--- src/shared/dhb_consts.vh ---
// Constants for the display host bus front end
`ifndef DHB_CONSTS_VH
`define DHB_CONSTS_VH
// Strap codes, bit order {two, one, zero}
`define DHB_MODE_6800 3'h4
`define DHB_MODE_8080 3'h6
`define DHB_MODE_SPI4 3'h0
`define DHB_MODE_SPI3 3'h1
`define DHB_MODE_TWI 3'h2
// Mode flag codes reported to the core
`define DHB_SEL_W 5
`define DHB_SEL_6800 5'h01
`define DHB_SEL_8080 5'h02
`define DHB_SEL_SPI4 5'h04
`define DHB_SEL_SPI3 5'h08
`define DHB_SEL_TWI 5'h10
`define DHB_SEL_NONE 5'h00
`define DHB_BYTE_ZERO 8'h00
`define DHB_LOW_MASK 8'h03
// Positions inside the synchronised pin bundle
`define DHB_PIN_W 14
`define DHB_PIN_RESN 13
`define DHB_PIN_CSN 12
`define DHB_PIN_DC 11
`define DHB_PIN_WR 10
`define DHB_PIN_RD 9
`define DHB_PIN_STRAP2 8
`define DHB_PIN_DHI 7
`define DHB_PIN_DLO 0
// Idle pin levels: reset, chip select and write strobe high
`define DHB_PIN_IDLE 14'h3400
// Strap bits zero and one in their own chain
`define DHB_STRAP_W 2
`define DHB_STRAP_ZERO 0
`define DHB_STRAP_ONE 1
`define DHB_STRAP_IDLE 2'h0
// Mode flag bit positions
`define DHB_MB_6800 0
`define DHB_MB_8080 1
`define DHB_MB_SPI4 2
`define DHB_MB_SPI3 3
`define DHB_MB_TWI 4
// Serial line positions on the data bus
`define DHB_BIT_SCK 0
`define DHB_BIT_SDA 1
`define DHB_FLAG_CLR 1'h0
`endif

--- src/hw/dhb_host_front_end.v ---
// Host parallel bus front end: strap decode, strobes, data/command routing
//
// Notes on behaviour
// - Parallel transfers are accepted only while chip select is low.
// - Holding reset low clears the write byte, flag and pulse, and reloads the mode and address bit from the pins.
// - Reset acts by level; the block stays in reset while it is asserted.
// - Data/command select high marks the byte as display data.
// - Data/command select low sends the byte to the command registers.
// - In two-wire mode data/command select gives the slave address low bit.
// - 8080 writes are active low, captured on the strobe rising edge.
// - 6800 write pin selects direction: high read, low write.
// - Bus protocol is chosen from the three interface select straps.
// - 8080 read strobe low drives the bus; 6800 uses it as high enable.
// - Serial modes use data line 0 clock, line 1 data, lines 2-7 float.
`include "dhb_consts.vh"
`timescale 1ns/100ps
`default_nettype none
// Every host pin is asynchronous to clk_sys, so no logic reads a pin before two flops
module dhb_host_front_end (
	// Clock and pin reset
	input wire clk_sys,
	input wire reset,
	input wire reset_n,
	// Interface select straps
	input wire iface_sel_bit_zero,
	input wire iface_sel_bit_one,
	input wire iface_sel_bit_two,
	// Host control pins
	input wire chipSelectN,
	input wire data_command_select,
	input wire writeStrobePin,
	input wire readStrobePin,
	// Data bus pins
	input wire [7:0] dataPinIn,
	output wire [7:0] dataPinOut,
	output wire [7:0] dataPinOe,
	// Core side
	output reg [7:0] wrData_reg,
	output reg wrIsData_reg,
	output reg wrValid_reg,
	input wire [7:0] rdData,
	output wire rdStrobe,
	output reg [4:0] modeSel_reg,
	output reg slave_addr_lsb_reg,
	output wire coreReset,
	output wire serialClock,
	output wire twowire_data_in
);
	// Pin bundle: one chain keeps related pins aligned to the same edge
	wire [`DHB_PIN_W-1:0] pinRaw;
	// First synchroniser stage; only the second stage reads it
	reg [`DHB_PIN_W-1:0] pinMeta_reg;
	// Second stage; the first pin copy that logic may read
	reg [`DHB_PIN_W-1:0] pinSync_reg;
	// One cycle older copy of the second stage, for edge detection
	reg [`DHB_PIN_W-1:0] pinPrev_reg;
	// Straps zero and one in their own chain; strap two rides with the pins
	reg [`DHB_STRAP_W-1:0] strapMeta_reg;
	reg [`DHB_STRAP_W-1:0] strapSync_reg;
	// Pin reset as the core sees it, one register behind the synchroniser
	reg coreReset_reg;
	// Registered read byte and drive enable
	reg [7:0] rdOut_reg;
	reg rdOe_reg;

	// Synchronised pin levels
	wire resNSync;
	wire csNSync;
	wire dcSync;
	wire wrSync;
	wire rdSync;
	wire strapTwoSync;
	wire [7:0] dSync;
	// Previous levels of the two strobes
	wire wrPrev;
	wire rdPrev;
	// Strap code in {two, one, zero} order, as the mode codes are written
	wire [2:0] strap;
	// Mode flags and transfer qualifiers
	wire pinReset;
	wire is6800;
	wire is8080;
	wire isTwoWire;
	wire isSerial;
	wire selected;
	wire wr8080;
	wire wr6800;
	wire wrTake;
	wire rdActive8080;
	wire rdActive6800;
	wire rdDrive;
	wire rdStart8080;
	wire rdStart6800;

	// Low to high step between two successive synchronised samples
	function riseSeen;
		input lvl;
		input lvlOld;
		begin
			riseSeen = lvl & ~lvlOld;
		end
	endfunction

	// High to low step between two successive synchronised samples
	function fallSeen;
		input lvl;
		input lvlOld;
		begin
			fallSeen = ~lvl & lvlOld;
		end
	endfunction

	// Strap decode to one-hot mode flags; unknown codes select no bus at all
	function [4:0] decodeMode;
		input [2:0] code;
		begin
			case (code)
				`DHB_MODE_6800: decodeMode = `DHB_SEL_6800;
				`DHB_MODE_8080: decodeMode = `DHB_SEL_8080;
				`DHB_MODE_SPI4: decodeMode = `DHB_SEL_SPI4;
				`DHB_MODE_SPI3: decodeMode = `DHB_SEL_SPI3;
				`DHB_MODE_TWI: decodeMode = `DHB_SEL_TWI;
				default: decodeMode = `DHB_SEL_NONE;
			endcase
		end
	endfunction

	// Gather the pins; the order must match the pin bundle positions
	assign pinRaw = {reset_n, chipSelectN, data_command_select, writeStrobePin,
		readStrobePin, iface_sel_bit_two, dataPinIn};

	// Pin synchroniser; reset loads idle levels so no false strobe edge follows reset
	always @(posedge clk_sys or posedge reset) begin
		if (reset) begin
			pinMeta_reg <= `DHB_PIN_IDLE;
			pinSync_reg <= `DHB_PIN_IDLE;
			pinPrev_reg <= `DHB_PIN_IDLE;
		end else begin
			pinMeta_reg <= pinRaw;
			pinSync_reg <= pinMeta_reg;
			pinPrev_reg <= pinSync_reg;
		end
	end

	// Strap synchroniser; straps are static in use but still arrive on pins
	always @(posedge clk_sys or posedge reset) begin
		if (reset) begin
			strapMeta_reg <= `DHB_STRAP_IDLE;
			strapSync_reg <= `DHB_STRAP_IDLE;
		end else begin
			strapMeta_reg <= {iface_sel_bit_one, iface_sel_bit_zero};
			strapSync_reg <= strapMeta_reg;
		end
	end

	// Named views of the second stage
	assign resNSync = pinSync_reg[`DHB_PIN_RESN];
	assign csNSync = pinSync_reg[`DHB_PIN_CSN];
	assign dcSync = pinSync_reg[`DHB_PIN_DC];
	assign wrSync = pinSync_reg[`DHB_PIN_WR];
	assign rdSync = pinSync_reg[`DHB_PIN_RD];
	assign strapTwoSync = pinSync_reg[`DHB_PIN_STRAP2];
	assign dSync = pinSync_reg[`DHB_PIN_DHI:`DHB_PIN_DLO];
	assign wrPrev = pinPrev_reg[`DHB_PIN_WR];
	assign rdPrev = pinPrev_reg[`DHB_PIN_RD];
	// Bit two leads, so a strap of zero=0 one=0 two=1 reads as the 6800 code
	assign strap = {strapTwoSync, strapSync_reg[`DHB_STRAP_ONE],
		strapSync_reg[`DHB_STRAP_ZERO]};

	// Level reset: active for as long as the synchronised pin stays low
	assign pinReset = ~resNSync;
	// Mode flags come from the register loaded during pin reset
	assign is6800 = modeSel_reg[`DHB_MB_6800];
	assign is8080 = modeSel_reg[`DHB_MB_8080];
	assign isTwoWire = modeSel_reg[`DHB_MB_TWI];
	assign isSerial = modeSel_reg[`DHB_MB_SPI4] | modeSel_reg[`DHB_MB_SPI3]
		| isTwoWire;
	// Chip select gates every parallel transfer and every read drive; the serial outputs pass ungated
	assign selected = ~csNSync;

	// 8080 write lands on strobe rise; 6800 write on enable fall with direction low
	assign wr8080 = is8080 & selected & riseSeen(wrSync, wrPrev);
	assign wr6800 = is6800 & selected & ~wrSync & fallSeen(rdSync, rdPrev);
	assign wrTake = wr8080 | wr6800;

	// Read drive: 8080 while read strobe low, 6800 while enable high and direction high
	assign rdActive8080 = is8080 & selected & ~rdSync;
	assign rdActive6800 = is6800 & selected & wrSync & rdSync;
	assign rdDrive = rdActive8080 | rdActive6800;
	// The core sees one strobe per read, at the edge that opens it
	assign rdStart8080 = rdActive8080 & fallSeen(rdSync, rdPrev);
	assign rdStart6800 = rdActive6800 & riseSeen(rdSync, rdPrev);
	assign rdStrobe = rdStart8080 | rdStart6800;

	// Write capture and mode latch; pin reset clears the write outputs and reloads mode and address bit from the pins
	always @(posedge clk_sys or posedge reset) begin
		if (reset) begin
			wrData_reg <= `DHB_BYTE_ZERO;
			wrIsData_reg <= `DHB_FLAG_CLR;
			wrValid_reg <= `DHB_FLAG_CLR;
			modeSel_reg <= `DHB_SEL_NONE;
			slave_addr_lsb_reg <= `DHB_FLAG_CLR;
		end else if (pinReset) begin
			wrData_reg <= `DHB_BYTE_ZERO;
			wrIsData_reg <= `DHB_FLAG_CLR;
			wrValid_reg <= `DHB_FLAG_CLR;
			// Straps are reloaded every cycle of pin reset, so they must be stable then
			modeSel_reg <= decodeMode(strap);
			slave_addr_lsb_reg <= dcSync;
		end else begin
			wrValid_reg <= wrTake;
			if (wrTake) begin
				wrData_reg <= dSync;
				wrIsData_reg <= dcSync;
			end
			// Address bit tracks the pin in two-wire mode only
			if (isTwoWire) begin
				slave_addr_lsb_reg <= dcSync;
			end
		end
	end

	// Core reset lags one cycle, so write pulse and read drive are already off
	always @(posedge clk_sys or posedge reset) begin
		if (reset) begin
			coreReset_reg <= `DHB_FLAG_CLR;
		end else begin
			coreReset_reg <= pinReset;
		end
	end
	assign coreReset = coreReset_reg;

	// Read data is registered so the pins never see a glitching mux
	always @(posedge clk_sys or posedge reset) begin
		if (reset) begin
			rdOut_reg <= `DHB_BYTE_ZERO;
			rdOe_reg <= `DHB_FLAG_CLR;
		end else begin
			rdOut_reg <= rdData;
			rdOe_reg <= rdDrive & ~pinReset & ~isSerial;
		end
	end
	assign dataPinOut = rdOut_reg;
	// Serial modes never drive, so lines two to seven float
	assign dataPinOe = {8{rdOe_reg}};
	// Serial pins come out synchronised; the core samples them
	assign serialClock = isSerial & dSync[`DHB_BIT_SCK];
	assign twowire_data_in = isSerial & dSync[`DHB_BIT_SDA];
endmodule
`default_nettype wire

--- config.mk ---
export PLATFORM = sky130hd
export DESIGN_NAME = dhb_host_front_end
export DESIGN_NICKNAME = d
export VERILOG_FILES = /design/src/hw/dhb_host_front_end.v
export VERILOG_INCLUDE_DIRS = /design/src /design/src/shared
export SDC_FILE = /design/constraint.sdc
export NUM_CORES = 1
export LEC_CHECK = 0
export BUFFER_PORTS_ARGS = -buffer_cell sky130_fd_sc_hd__buf_2
export CAP_MARGIN = 20
export CORE_MARGIN = 4
export CORE_UTILIZATION = 41
export CTS_CLUSTER_SIZE = 8
export DETAILED_ROUTE_END_ITERATION = 8
export PLACE_DENSITY = 0.74
export SLEW_MARGIN = 20
export SYNTH_ARGS = -nofsm -noshare
export SYNTH_HDL_FRONTEND = slang
export SYNTH_SLANG_ARGS = --single-unit
--- constraint.sdc ---
create_clock -name clk_sys -period 2.4 [get_ports clk_sys]
set_clock_uncertainty 0.2 [all_clocks]
set_input_delay 0.36 -clock clk_sys [delete_from_list [all_inputs] [get_ports clk_sys]]
set_output_delay 0.36 -clock clk_sys [all_outputs]
set_load 0.05 [all_outputs]
=== Word level (Yosys, flattened, before mapping) ===
Cells that the tools add are included.

* $mul: 0
* Eq/ne operators: 6
* Divide/modulo/power cells: 0
* Shift operators: 0
* Mux-type cells: 8
* Add/sub/neg operators: 0
* Reductions and logical operators: 1
* $lt $le $gt $ge: 0
* Bitwise gates (word level): 29

{| class="wikitable"
|+ Operator list
! kind !! count
|-
| 5-bit case mux with 5 select lines || 1
|-
| 1-bit bitwise AND || 17
|-
| 8-bit two-way mux || 2
|-
| 1-bit inverter || 7
|-
| 3-bit equality test (second input constant) || 2
|-
| 1-bit two-way mux || 5
|-
| 1-bit OR || 5
|-
| 3-bit by 1-bit equality test with 1-bit output (second input constant) || 1
|-
| 3-bit by 2-bit equality test with 1-bit output (second input constant) || 1
|-
| 3-bit zero test || 1
|-
| 2-bit by 1-bit != test with 1-bit output (second input constant) || 1
|-
| 2-bit != test (second input constant) || 1
|}

* Flip-flop bits (word level): 69
* Memories: 0
* Bits in writable memories: 0
* Memory bits (read-only): 0
* Bits of input ports: 26
* Logic and storage cells: 57
* Output and inout port bits: 36
* Bits in latches: 0

=== Longest topological paths before layout ===
Gate-level depths: netlist of the first run.

* Depth in word-level cells: 7
* Mapped depth: 4
* Depth with buffers taken out: 3

=== Worst setup path before layout of the first run ===
Ideal clock, no wire load.

* Kind: register -> output
* From: register modeSel_reg[0]
* To: output port rdStrobe
* Stages on the path, launching flop included: 3
* Required time: 1840 ps
* Arrival time: 1632 ps
* Setup slack: 208 ps
* Cells stage by stage: dfrtp_1 > nand4b_1 > a21oi_1

* Cells in the longest elaborated chain, start to end: 5

{| class="wikitable"
|+ Ends and longest elaborated chain
! what !! line !! text
|-
| start: declaration || dhb_host_front_end.v:43 || <nowiki>output reg [4:0] modeSel_reg,</nowiki>
|-
| start signal: assignment || dhb_host_front_end.v:201 || <nowiki>modeSel_reg <= `DHB_SEL_NONE;</nowiki>
|-
| start signal: assignment || dhb_host_front_end.v:208 || <nowiki>modeSel_reg <= decodeMode(strap);</nowiki>
|-
| 1-bit bitwise AND (3 in a row) || dhb_host_front_end.v:188 || <nowiki>assign rdActive6800 = is6800 & selected & wrSync & rdSync;</nowiki>
|-
| 1-bit bitwise AND || dhb_host_front_end.v:192 || <nowiki>assign rdStart6800 = rdActive6800 & riseSeen(rdSync, rdPrev);</nowiki>
|-
| 1-bit OR || dhb_host_front_end.v:193 || <nowiki>assign rdStrobe = rdStart8080 | rdStart6800;</nowiki>
|-
| end: declaration || dhb_host_front_end.v:42 || <nowiki>output wire rdStrobe,</nowiki>
|}

Every way passes these cells.

=== Final worst setup path of the first run ===
* From: register pinSync_reg[10]
* To: output port rdStrobe

* Cells in the longest elaborated chain, start to end: 4

{| class="wikitable"
|+ Ends and longest elaborated chain
! what !! line !! text
|-
| start: declaration || dhb_host_front_end.v:54 || <nowiki>reg [`DHB_PIN_W-1:0] pinSync_reg;</nowiki>
|-
| start signal: assignment || dhb_host_front_end.v:136 || <nowiki>pinSync_reg <= `DHB_PIN_IDLE;</nowiki>
|-
| start signal: assignment || dhb_host_front_end.v:140 || <nowiki>pinSync_reg <= pinMeta_reg;</nowiki>
|-
| 1-bit bitwise AND (2 in a row) || dhb_host_front_end.v:188 ||
|-
| 1-bit bitwise AND || dhb_host_front_end.v:192 ||
|-
| 1-bit OR || dhb_host_front_end.v:193 ||
|}

Every way passes these cells.

==> results of run 1 <==
==> repair_timing <==
action                    4_1_cts  5_1_grt
resized for setup               0        0
hold buffers                   25        0
hold endpoints to repair       77        0
==> power by group through the flow <==
stage	sequential (mW)	clock, mW	combinational (mW)
after global placement	1.11	0	0.170
after CTS	1.09	0.781	0.203
final	1.09	0.755	0.202
after global routing	1.10	0.826	0.217
after floorplan	1.16	0	0.0684
after detailed placement	1.11	0	0.172
==> cell type report <==
cell class	instances	area [sq um]	area share [%]
Multi-Input combinational cell	52	349	13.0
Clock buffer	11	141	5.28
Tap cell	52	65.1	2.43
Inverter	3	11.3	0.420
Sequential cell	60	1510	56.3
Clock inverter	5	27.5	1.03
Timing Repair Buffer	87	576	21.5
==> cells by family after synthesis <==
logic type	after synthesis
simple gates	33
compound gates	10
buf+inv	15
mux	9
flops	60
==> synth_stat cells <==
| library cell | instances |
|---|---|
| inv_2 | 1 |
| dfstp_2 | 7 |
| nor2b_1 | 4 |
| buf_4 | 9 |
| o21ai_0 | 1 |
| nand2_1 | 20 |
| a21oi_1 | 1 |
| o41ai_1 | 1 |
| a32o_1 | 2 |
| a21oi_2 | 1 |
| mux2i_1 | 9 |
| dfrtp_1 | 53 |
| inv_1 | 2 |
| a211oi_1 | 1 |
| nor2_1 | 2 |
| buf_6 | 1 |
| a22o_1 | 2 |
| nand4b_1 | 1 |
| a31oi_1 | 1 |
| nand3b_1 | 3 |
| nor3_1 | 1 |
| nand4bb_4 | 1 |
| buf_2 | 1 |
| nor4b_1 | 1 |
| clkbuf_1 | 1 |
==> through the flow <==
stage | hold slack (ps) | area, sq um | power [mW] | std cells
after floorplan | 131 | 1960 | 1.22 | 127
after global placement | 132 | 2260 | 1.28 | 229
after detailed placement | 135 | 2260 | 1.28 | 229
after CTS | 147 | 2680 | 2.07 | 270
after global routing | 150 | 2680 | 2.14 | 270
final | 144 | 2680 | 2.05 | 270
==> critical path: stages, from the launching register on <==
cell      delay, ps
dfstp_2         560
nand4b_1        100
a21oi_1         130
buf_2           270
==> routing by layer <==
| layer | vias to the layer above | routed length [microns] | track usage (%) |
|---|---|---|---|
| met4 | 0 | 74 | 8.54 |
| met3 | 7 | 231 | 5.39 |
| li1 | 583 | - | - |
| met1 | 570 | 1470 | 15.1 |
| met5 | - | 0 | 0 |
| met2 | 38 | 1840 | 22.3 |
==> worst min path at each step <==
stage	start	to	slack, ps	depth (start not counted)
4_1_cts	pinMeta_reg[3]$_DFF_PP0_	pinSync_reg[3]$_DFF_PP0_	150	0
2_1_floorplan	pinMeta_reg[0]$_DFF_PP0_	pinSync_reg[0]$_DFF_PP0_	130	0
5_1_grt	strapMeta_reg[1]$_DFF_PP0_	strapSync_reg[1]$_DFF_PP0_	150	0
3_5_place_dp	pinMeta_reg[9]$_DFF_PP0_	pinSync_reg[9]$_DFF_PP0_	130	0
6_report	pinMeta_reg[4]$_DFF_PP0_	pinSync_reg[4]$_DFF_PP0_	140	0
3_3_place_gp	pinMeta_reg[7]$_DFF_PP0_	pinSync_reg[7]$_DFF_PP0_	130	0
==> out/summary.txt, run 1 <==
run status: finished clean
CTS tree: done
clock buffers created by TritonCTS: 9
Remaining DRCs: 0
share of cells above drive strength 1: 40.4%
largest net degree at the start of global routing: 61
post-synthesis sequential element count: 60
type of element launching the critical path: flop
number of ports placed on the die boundary: 62
Least-Margin Pin Slew: 674 ps
number of nets still failing antenna checks after routing: 0
number of standard cells after synthesis: 127
weighted congestion at the end of routability-driven global placement: 0.799
clock-pin slew on the worst setup and hold paths: 60 ps
Clk Latency, worst-skew pair: 320 ps
path category of the worst min-delay check: flop to flop
Yosys warning total: 0
max_slew headroom: 55.0%
most common cell after layout, fill and taps aside: buf_2
overall die height: 77.1 microns
number of pins exceeding their max-slew limit in the final report: 0
Highest Clock Rate: 514 MHz
capture point of the worst path: rdStrobe
number of violations reported at the end of detailed-routing iteration 0: 64
commonest cells after routing, fill and taps aside: buf_2 (61), dfrtp_1 (53), dlygate4sd3_1 (25)
number of filler cells placed in the layout: 343
WP data required: 1840 ps
total number of placement rows: 24
endpoints failing hold: 0
critical-path maximum fanout: 5
global routing usage summed across all routing layers: 13.8%
Distinct cells, synth: 25
worst path arrival time: 1390 ps
pre-CTS setup slack: 630 ps
Setup Fix Bufs, Post-CTS: 0
register-to-register path setup slack: 620 ps
area share of the largest cell type after synthesis: 67.7%
mux share of post-synthesis cell area: 4.60%
area delta synth->final: 36.9%
Final Util: 59.9%
IO buf count: 61
vias in the first global route: 1363
standard cell core area: 4470 sq um
Reg power frac: 53.3%
maximum root-to-sink buffer count: 2
synthesized-area fraction occupied by xor and xnor cells: 0%
origin of the worst setup path: pinSync_reg[10]$_DFF_PP1_
total die area: 5950 sq um
Clock Sinks: 60
HPWL after detailed placement: 2220 microns
RSZ-0062 raised after global routing: no
area share of and/or/nand/nor cells after synthesis: 9.20%
mapped cell area: 1960 sq um
# H-tree levels: 3
synthesized net count: 153
FF-to-FF Start: pinSync_reg[10]$_DFF_PP1_
number of antenna violations at the first check in global routing: 0
Synth area leader: dfrtp_1
final-report setup violation count: 0
endpoint of the most critical register-to-register path: wrData_reg[0]$_DFFE_PP0P_
Logic pwr share: 9.9%
adder-cell area share of the yosys netlist: 0%
post-synthesis area per instance: 15.4 sq um
power density relative to cell area: 764 nW/um^2
number of diodes added for antenna fixing: 0
total wirelength of the detailed-routed design: 3620 microns
Vias/cell: 4.44
Worst Slack Setup Final: 455 ps
detailed-routing iteration count for the pre-antenna-repair pass: 4
share of total power consumed by net switching: 25.2%
starting utilization of the core area: 43.8%
DR vias: 1198
leakage component of the power: 1.32 nW
Final nets: 239
max-cap violations: 0
global-route wire length before repair: 6220 microns
min cycle time layout: 1950 ps
start-to-end type of the worst setup path: flop to primary output
sequential share of the synthesized area: 77.1%
net switching power of the design: 0.517 mW
most area-consuming cells after synthesis: dfrtp_1 (68%), dfstp_2 (9.4%), mux2i_1 (4.6%)
combinational family with the most area after synthesis: simple AND/OR/NAND/NOR gates
Die X: 77.1 microns
R2R cell count: 3
cell at the root of the clock tree: clkbuf_8
Setup Total Neg Slack: 0 ps
average routed wire per standard cell: 13.4 microns
Setup crit end kind: primary output
clock network fraction of total power: 36.9%
final period utilization: 81.1%
worst supply voltage drop on vdd: 0.000565 V
internal power: 1.53 mW
area fraction in compound gates after synthesis: 4.03%
global route overflow: 0
Power figures use the tool's default switching activity.
==> inputs of run 2 (changes only) <==
- ABC_AREA: unset -> 1
- PLACE_DENSITY: 0.74 -> 0.77
- clock period: 2.4 -> 1.58 ns (I/O delays scaled with it)
==> run 2 against run 1 <==
Against the previous run: the run now ends with setup timing left; sequential share of layout area decreased by 3.9 points; highest routed layer unchanged; via count is 20% higher; setup slack got worse by 640 ps; count of clock-buffer cells in the layout grew 1; die area increased by 0.10%; cell count rose by 10%; synthesized cell count up 13%; flip-flop and latch count stayed put; routed wire length is 36% higher; utilization rose by 4.2 points; critical path type unchanged.
==> out/summary.txt, run 2 <==
most common cell in the synthesized netlist: dfrtp_1 (unchanged)
CTS tree: done (unchanged)
number of ports placed on the die boundary: 62 (unchanged)
run status: complete, but fails checks (was finished clean)
critical-path maximum fanout: 2 (was 5)
total die area: 5950 sq um (about the same)
area delta synth->final: 47.2% (was 36.9%)
total number of placement rows: 24 (unchanged)
Final Util: 64.1% (was 59.9%)
endpoints failing hold: 0 (unchanged)
ordered cell list for the critical path: nand2_2, o31ai_4, buf_6 (was nand4b_1, a21oi_1, buf_2)
leakage component of the power: 1.47 nW (was 1.32 nW)
WP data required: 1140 ps (was 1840 ps)
Hold EP: pinSync_reg[4]$_DFF_PP0_ (unchanged)
clock-pin slew on the worst setup and hold paths: 60 ps (about the same)
endpoint of the most critical register-to-register path: wrData_reg[2]$_DFFE_PP0P_ (was wrData_reg[0]$_DFFE_PP0P_)
area share of the largest cell type after synthesis: 67.6% (was 67.7%)
power density relative to cell area: 1250 nW/um^2 (was 764 nW/um^2)
combined flip-flop and latch cell area: 1510 sq um (about the same)
synthesized net count: 170 (was 153)
final-report setup violation count: 8 (was 0)
Highest Clock Rate: 566 MHz
post-synthesis area per instance: 13.6 sq um (was 15.4 sq um)
number of standard cells after synthesis: 144 (was 127)
most instantiated cells after synthesis: dfrtp_1 (53), inv_1 (14), nand3_1 (14) (was dfrtp_1 (53), nand2_1 (20), buf_4 (9), mux2i_1 (9), dfstp_2 (7))
Clk Latency, worst-skew pair: 330 ps (was 320 ps)
number of enable flip-flop cells after synthesis: 0 (unchanged)
commonest cells after routing, fill and taps aside: buf_2 (58), dfrtp_1 (50), dlygate4sd3_1 (25) (was buf_2 (61), dfrtp_1 (53), dlygate4sd3_1 (25))
maximum root-to-sink buffer count: 2 (unchanged)
worst supply voltage drop on vdd: 0.00120 V (was 0.000565 V)
clock buffers created by TritonCTS: 9 (unchanged)
Hold Startpoint: pinMeta_reg[4]$_DFF_PP0_ (unchanged)
Remaining DRCs: 0 (unchanged)
global-route wire length before repair: 7880 microns (was 6220 microns)
Die X: 77.2 microns (was 77.1 microns)
failing checks: setup timing
area of combinational cells with multiple inputs: 343 sq um (was 349 sq um)
IO buf count: 61 (unchanged)
total wirelength of the detailed-routed design: 4930 microns (was 3620 microns)
min cycle time layout: 1770 ps
most common cell after layout, fill and taps aside: buf_2 (unchanged)
sequential share of the synthesized area: 77.0% (was 77.1%)
slowest cell delay on critical path: 540 ps (was 560 ps)
register-to-register path setup slack: -60 ps (was 620 ps)
ys flop type: dfrtp_1 (unchanged)
number of pins exceeding their max-slew limit in the final report: 0 (unchanged)
Yosys warning total: 0 (unchanged)
global routing usage summed across all routing layers: 18.0% (was 13.8%)
worst path arrival time: 1330 ps (was 1390 ps)
Synth area leader: dfrtp_1 (unchanged)
slowest cell on the critical path: dfstp_2 (unchanged)
average routed wire per standard cell: 16.6 microns (was 13.4 microns)
standard cell core area: 4500 sq um (was 4470 sq um)
most area-consuming cells after synthesis: dfrtp_1 (68%), dfstp_2 (9.4%), nand3_1 (3.6%) (was dfrtp_1 (68%), dfstp_2 (9.4%), mux2i_1 (4.6%))
cell family with the largest share of critical-path delay: flip-flops (unchanged)
number of filler cells placed in the layout: 300 (was 343)
FF-to-FF Start: pinSync_reg[10]$_DFF_PP1_ (unchanged)
number of nets still failing antenna checks after routing: 0 (unchanged)
final period utilization: 112%
max-cap violations: 0 (unchanged)
Clock Sinks: 60 (unchanged)
Distinct cells, synth: 20 (was 25)
number of diodes added for antenna fixing: 0 (unchanged)
number of antenna violations at the first check in global routing: 0 (unchanged)
starting utilization of the core area: 43.5% (was 43.8%)
largest net degree at the start of global routing: 29 (was 61)
type of element launching the critical path: flop (unchanged)
global route overflow: 0 (unchanged)
overall die height: 77.2 microns (was 77.1 microns)
Least-Margin Pin Slew: 433 ps (was 674 ps)
Setup crit end kind: primary output (unchanged)
Vias/cell: 4.85 (was 4.44)
number of violations reported at the end of detailed-routing iteration 0: 33 (was 64)
hold depth: 0 (unchanged)
area of placed instances: 2320 sq um (was 2260 sq um)
DR vias: 1439 (was 1198)
Post-synth ARST share: 100% (unchanged)
cell at the root of the clock tree: clkbuf_8 (unchanged)
R2R cell count: 7 (was 3)
Final nets: 266 (was 239)
HPWL after detailed placement: 2670 microns (was 2220 microns)
post-synthesis sequential element count: 60 (unchanged)
path category of the worst min-delay check: flop to flop (unchanged)
vias in the first global route: 1586 (was 1363)
share of cells above drive strength 1: 47.3% (was 40.4%)
detailed-routing iteration count for the pre-antenna-repair pass: 5 (was 4)
# H-tree levels: 3 (unchanged)
max_slew headroom: 71.1% (was 55.0%)
worst path bufs/invs: 1 (unchanged)
weighted congestion at the end of routability-driven global placement: 0.812 (was 0.799)
mapped cell area: 1960 sq um (about the same)
Worst Slack Setup Final: -186 ps (was 455 ps)
final instance area: 2890 sq um (was 2680 sq um)
RSZ-0062 raised after global routing: yes (was no)
worst slack on hold paths: 149 ps (was 144 ps)
start-to-end type of the worst setup path: flop to primary output (unchanged)
[run 2: final cells by class]
| cell class | count | area share, % |
|---|---|---|
| inverter | 15 | 2.17 |
| clock buffer | 12 | 5.38 |
| timing repair buffer | 97 | 23.3 |
| tap | 52 | 2.25 |
| sequential | 60 | 52.5 |
| multi-input combinational | 57 | 11.9 |
| clock inverter | 4 | 2.52 |
[run 2: cell families after synthesis]
kind of cell	after synthesis	share of synthesized area (%)
AOI/OAI and AO/OA	10	3.00
buffers and inverters	27	7.59
DFF	60	77.0
and+or+nand+nor	47	12.4
[run 2: worst max-delay path by stage]
stage                                          start  endpoint  slack (ps)  cells after the start
after global routing      modeSel_reg[0]$_DFFE_PP0N_  rdStrobe        -270                      5
final                      pinSync_reg[10]$_DFF_PP1_  rdStrobe        -190                      3
after CTS                  pinSync_reg[10]$_DFF_PP1_  rdStrobe        -200                      3
after detailed placement   pinSync_reg[10]$_DFF_PP1_  rdStrobe          40                      3
after floorplan           modeSel_reg[0]$_DFFE_PP0N_  rdStrobe        -300                      4
after global placement     pinSync_reg[10]$_DFF_PP1_  rdStrobe          80                      3
[run 2: worst register-to-register path, cell delays in order, from the launching register on]
cell     delay, ps
dfstp_2        540
buf_4          110
inv_1           50
nor2_1         130
nand2_2        180
nand2_4        170
nand3_1        110
nand2_1         90
[run 2: routing by layer]
metal | wire, microns | vias to the layer above | global-route usage [%]
met3 | 432 | 10 | 9.25
met4 | 129 | 0 | 7.30
li1 | - | 654 | -
met1 | 1730 | 710 | 17.0
met5 | 0 | - | 0
met2 | 2640 | 65 | 32.4
[run 2: what timing repair did]
| item | 4_1_cts | 5_1_grt |
|---|---|---|
| endpoints found under the setup margin | 3 | 12 |
| gates resized for setup | 13 | 3 |
| pin swaps | 0 | 2 |
| hold buffers | 25 | 0 |
| endpoints found under the hold margin | 37 | 0 |
| buffers inserted | 3 | 4 |
[run 2: stage by stage]
stage | setup slack [ps] | instances | power [mW] | setup TNS (ps)
2_1_floorplan | -302 | 144 | 1.90 | -302
4_1_cts | -197 | 293 | 3.59 | -278
5_1_grt | -270 | 297 | 3.76 | -1780
6_report | -186 | 297 | 3.61 | -373
3_3_place_gp | 79.8 | 249 | 1.99 | 0
3_5_place_dp | 39.9 | 249 | 2.00 | 0
[run 2: report_power, final]
group / total, mW / internal, mW / switching [mW]
registers: 1.65 / 1.61 / 0.0358
logic: 0.412 / 0.140 / 0.272
clock network: 1.54 / 0.972 / 0.573
total: 3.61 / 2.73 / 0.880
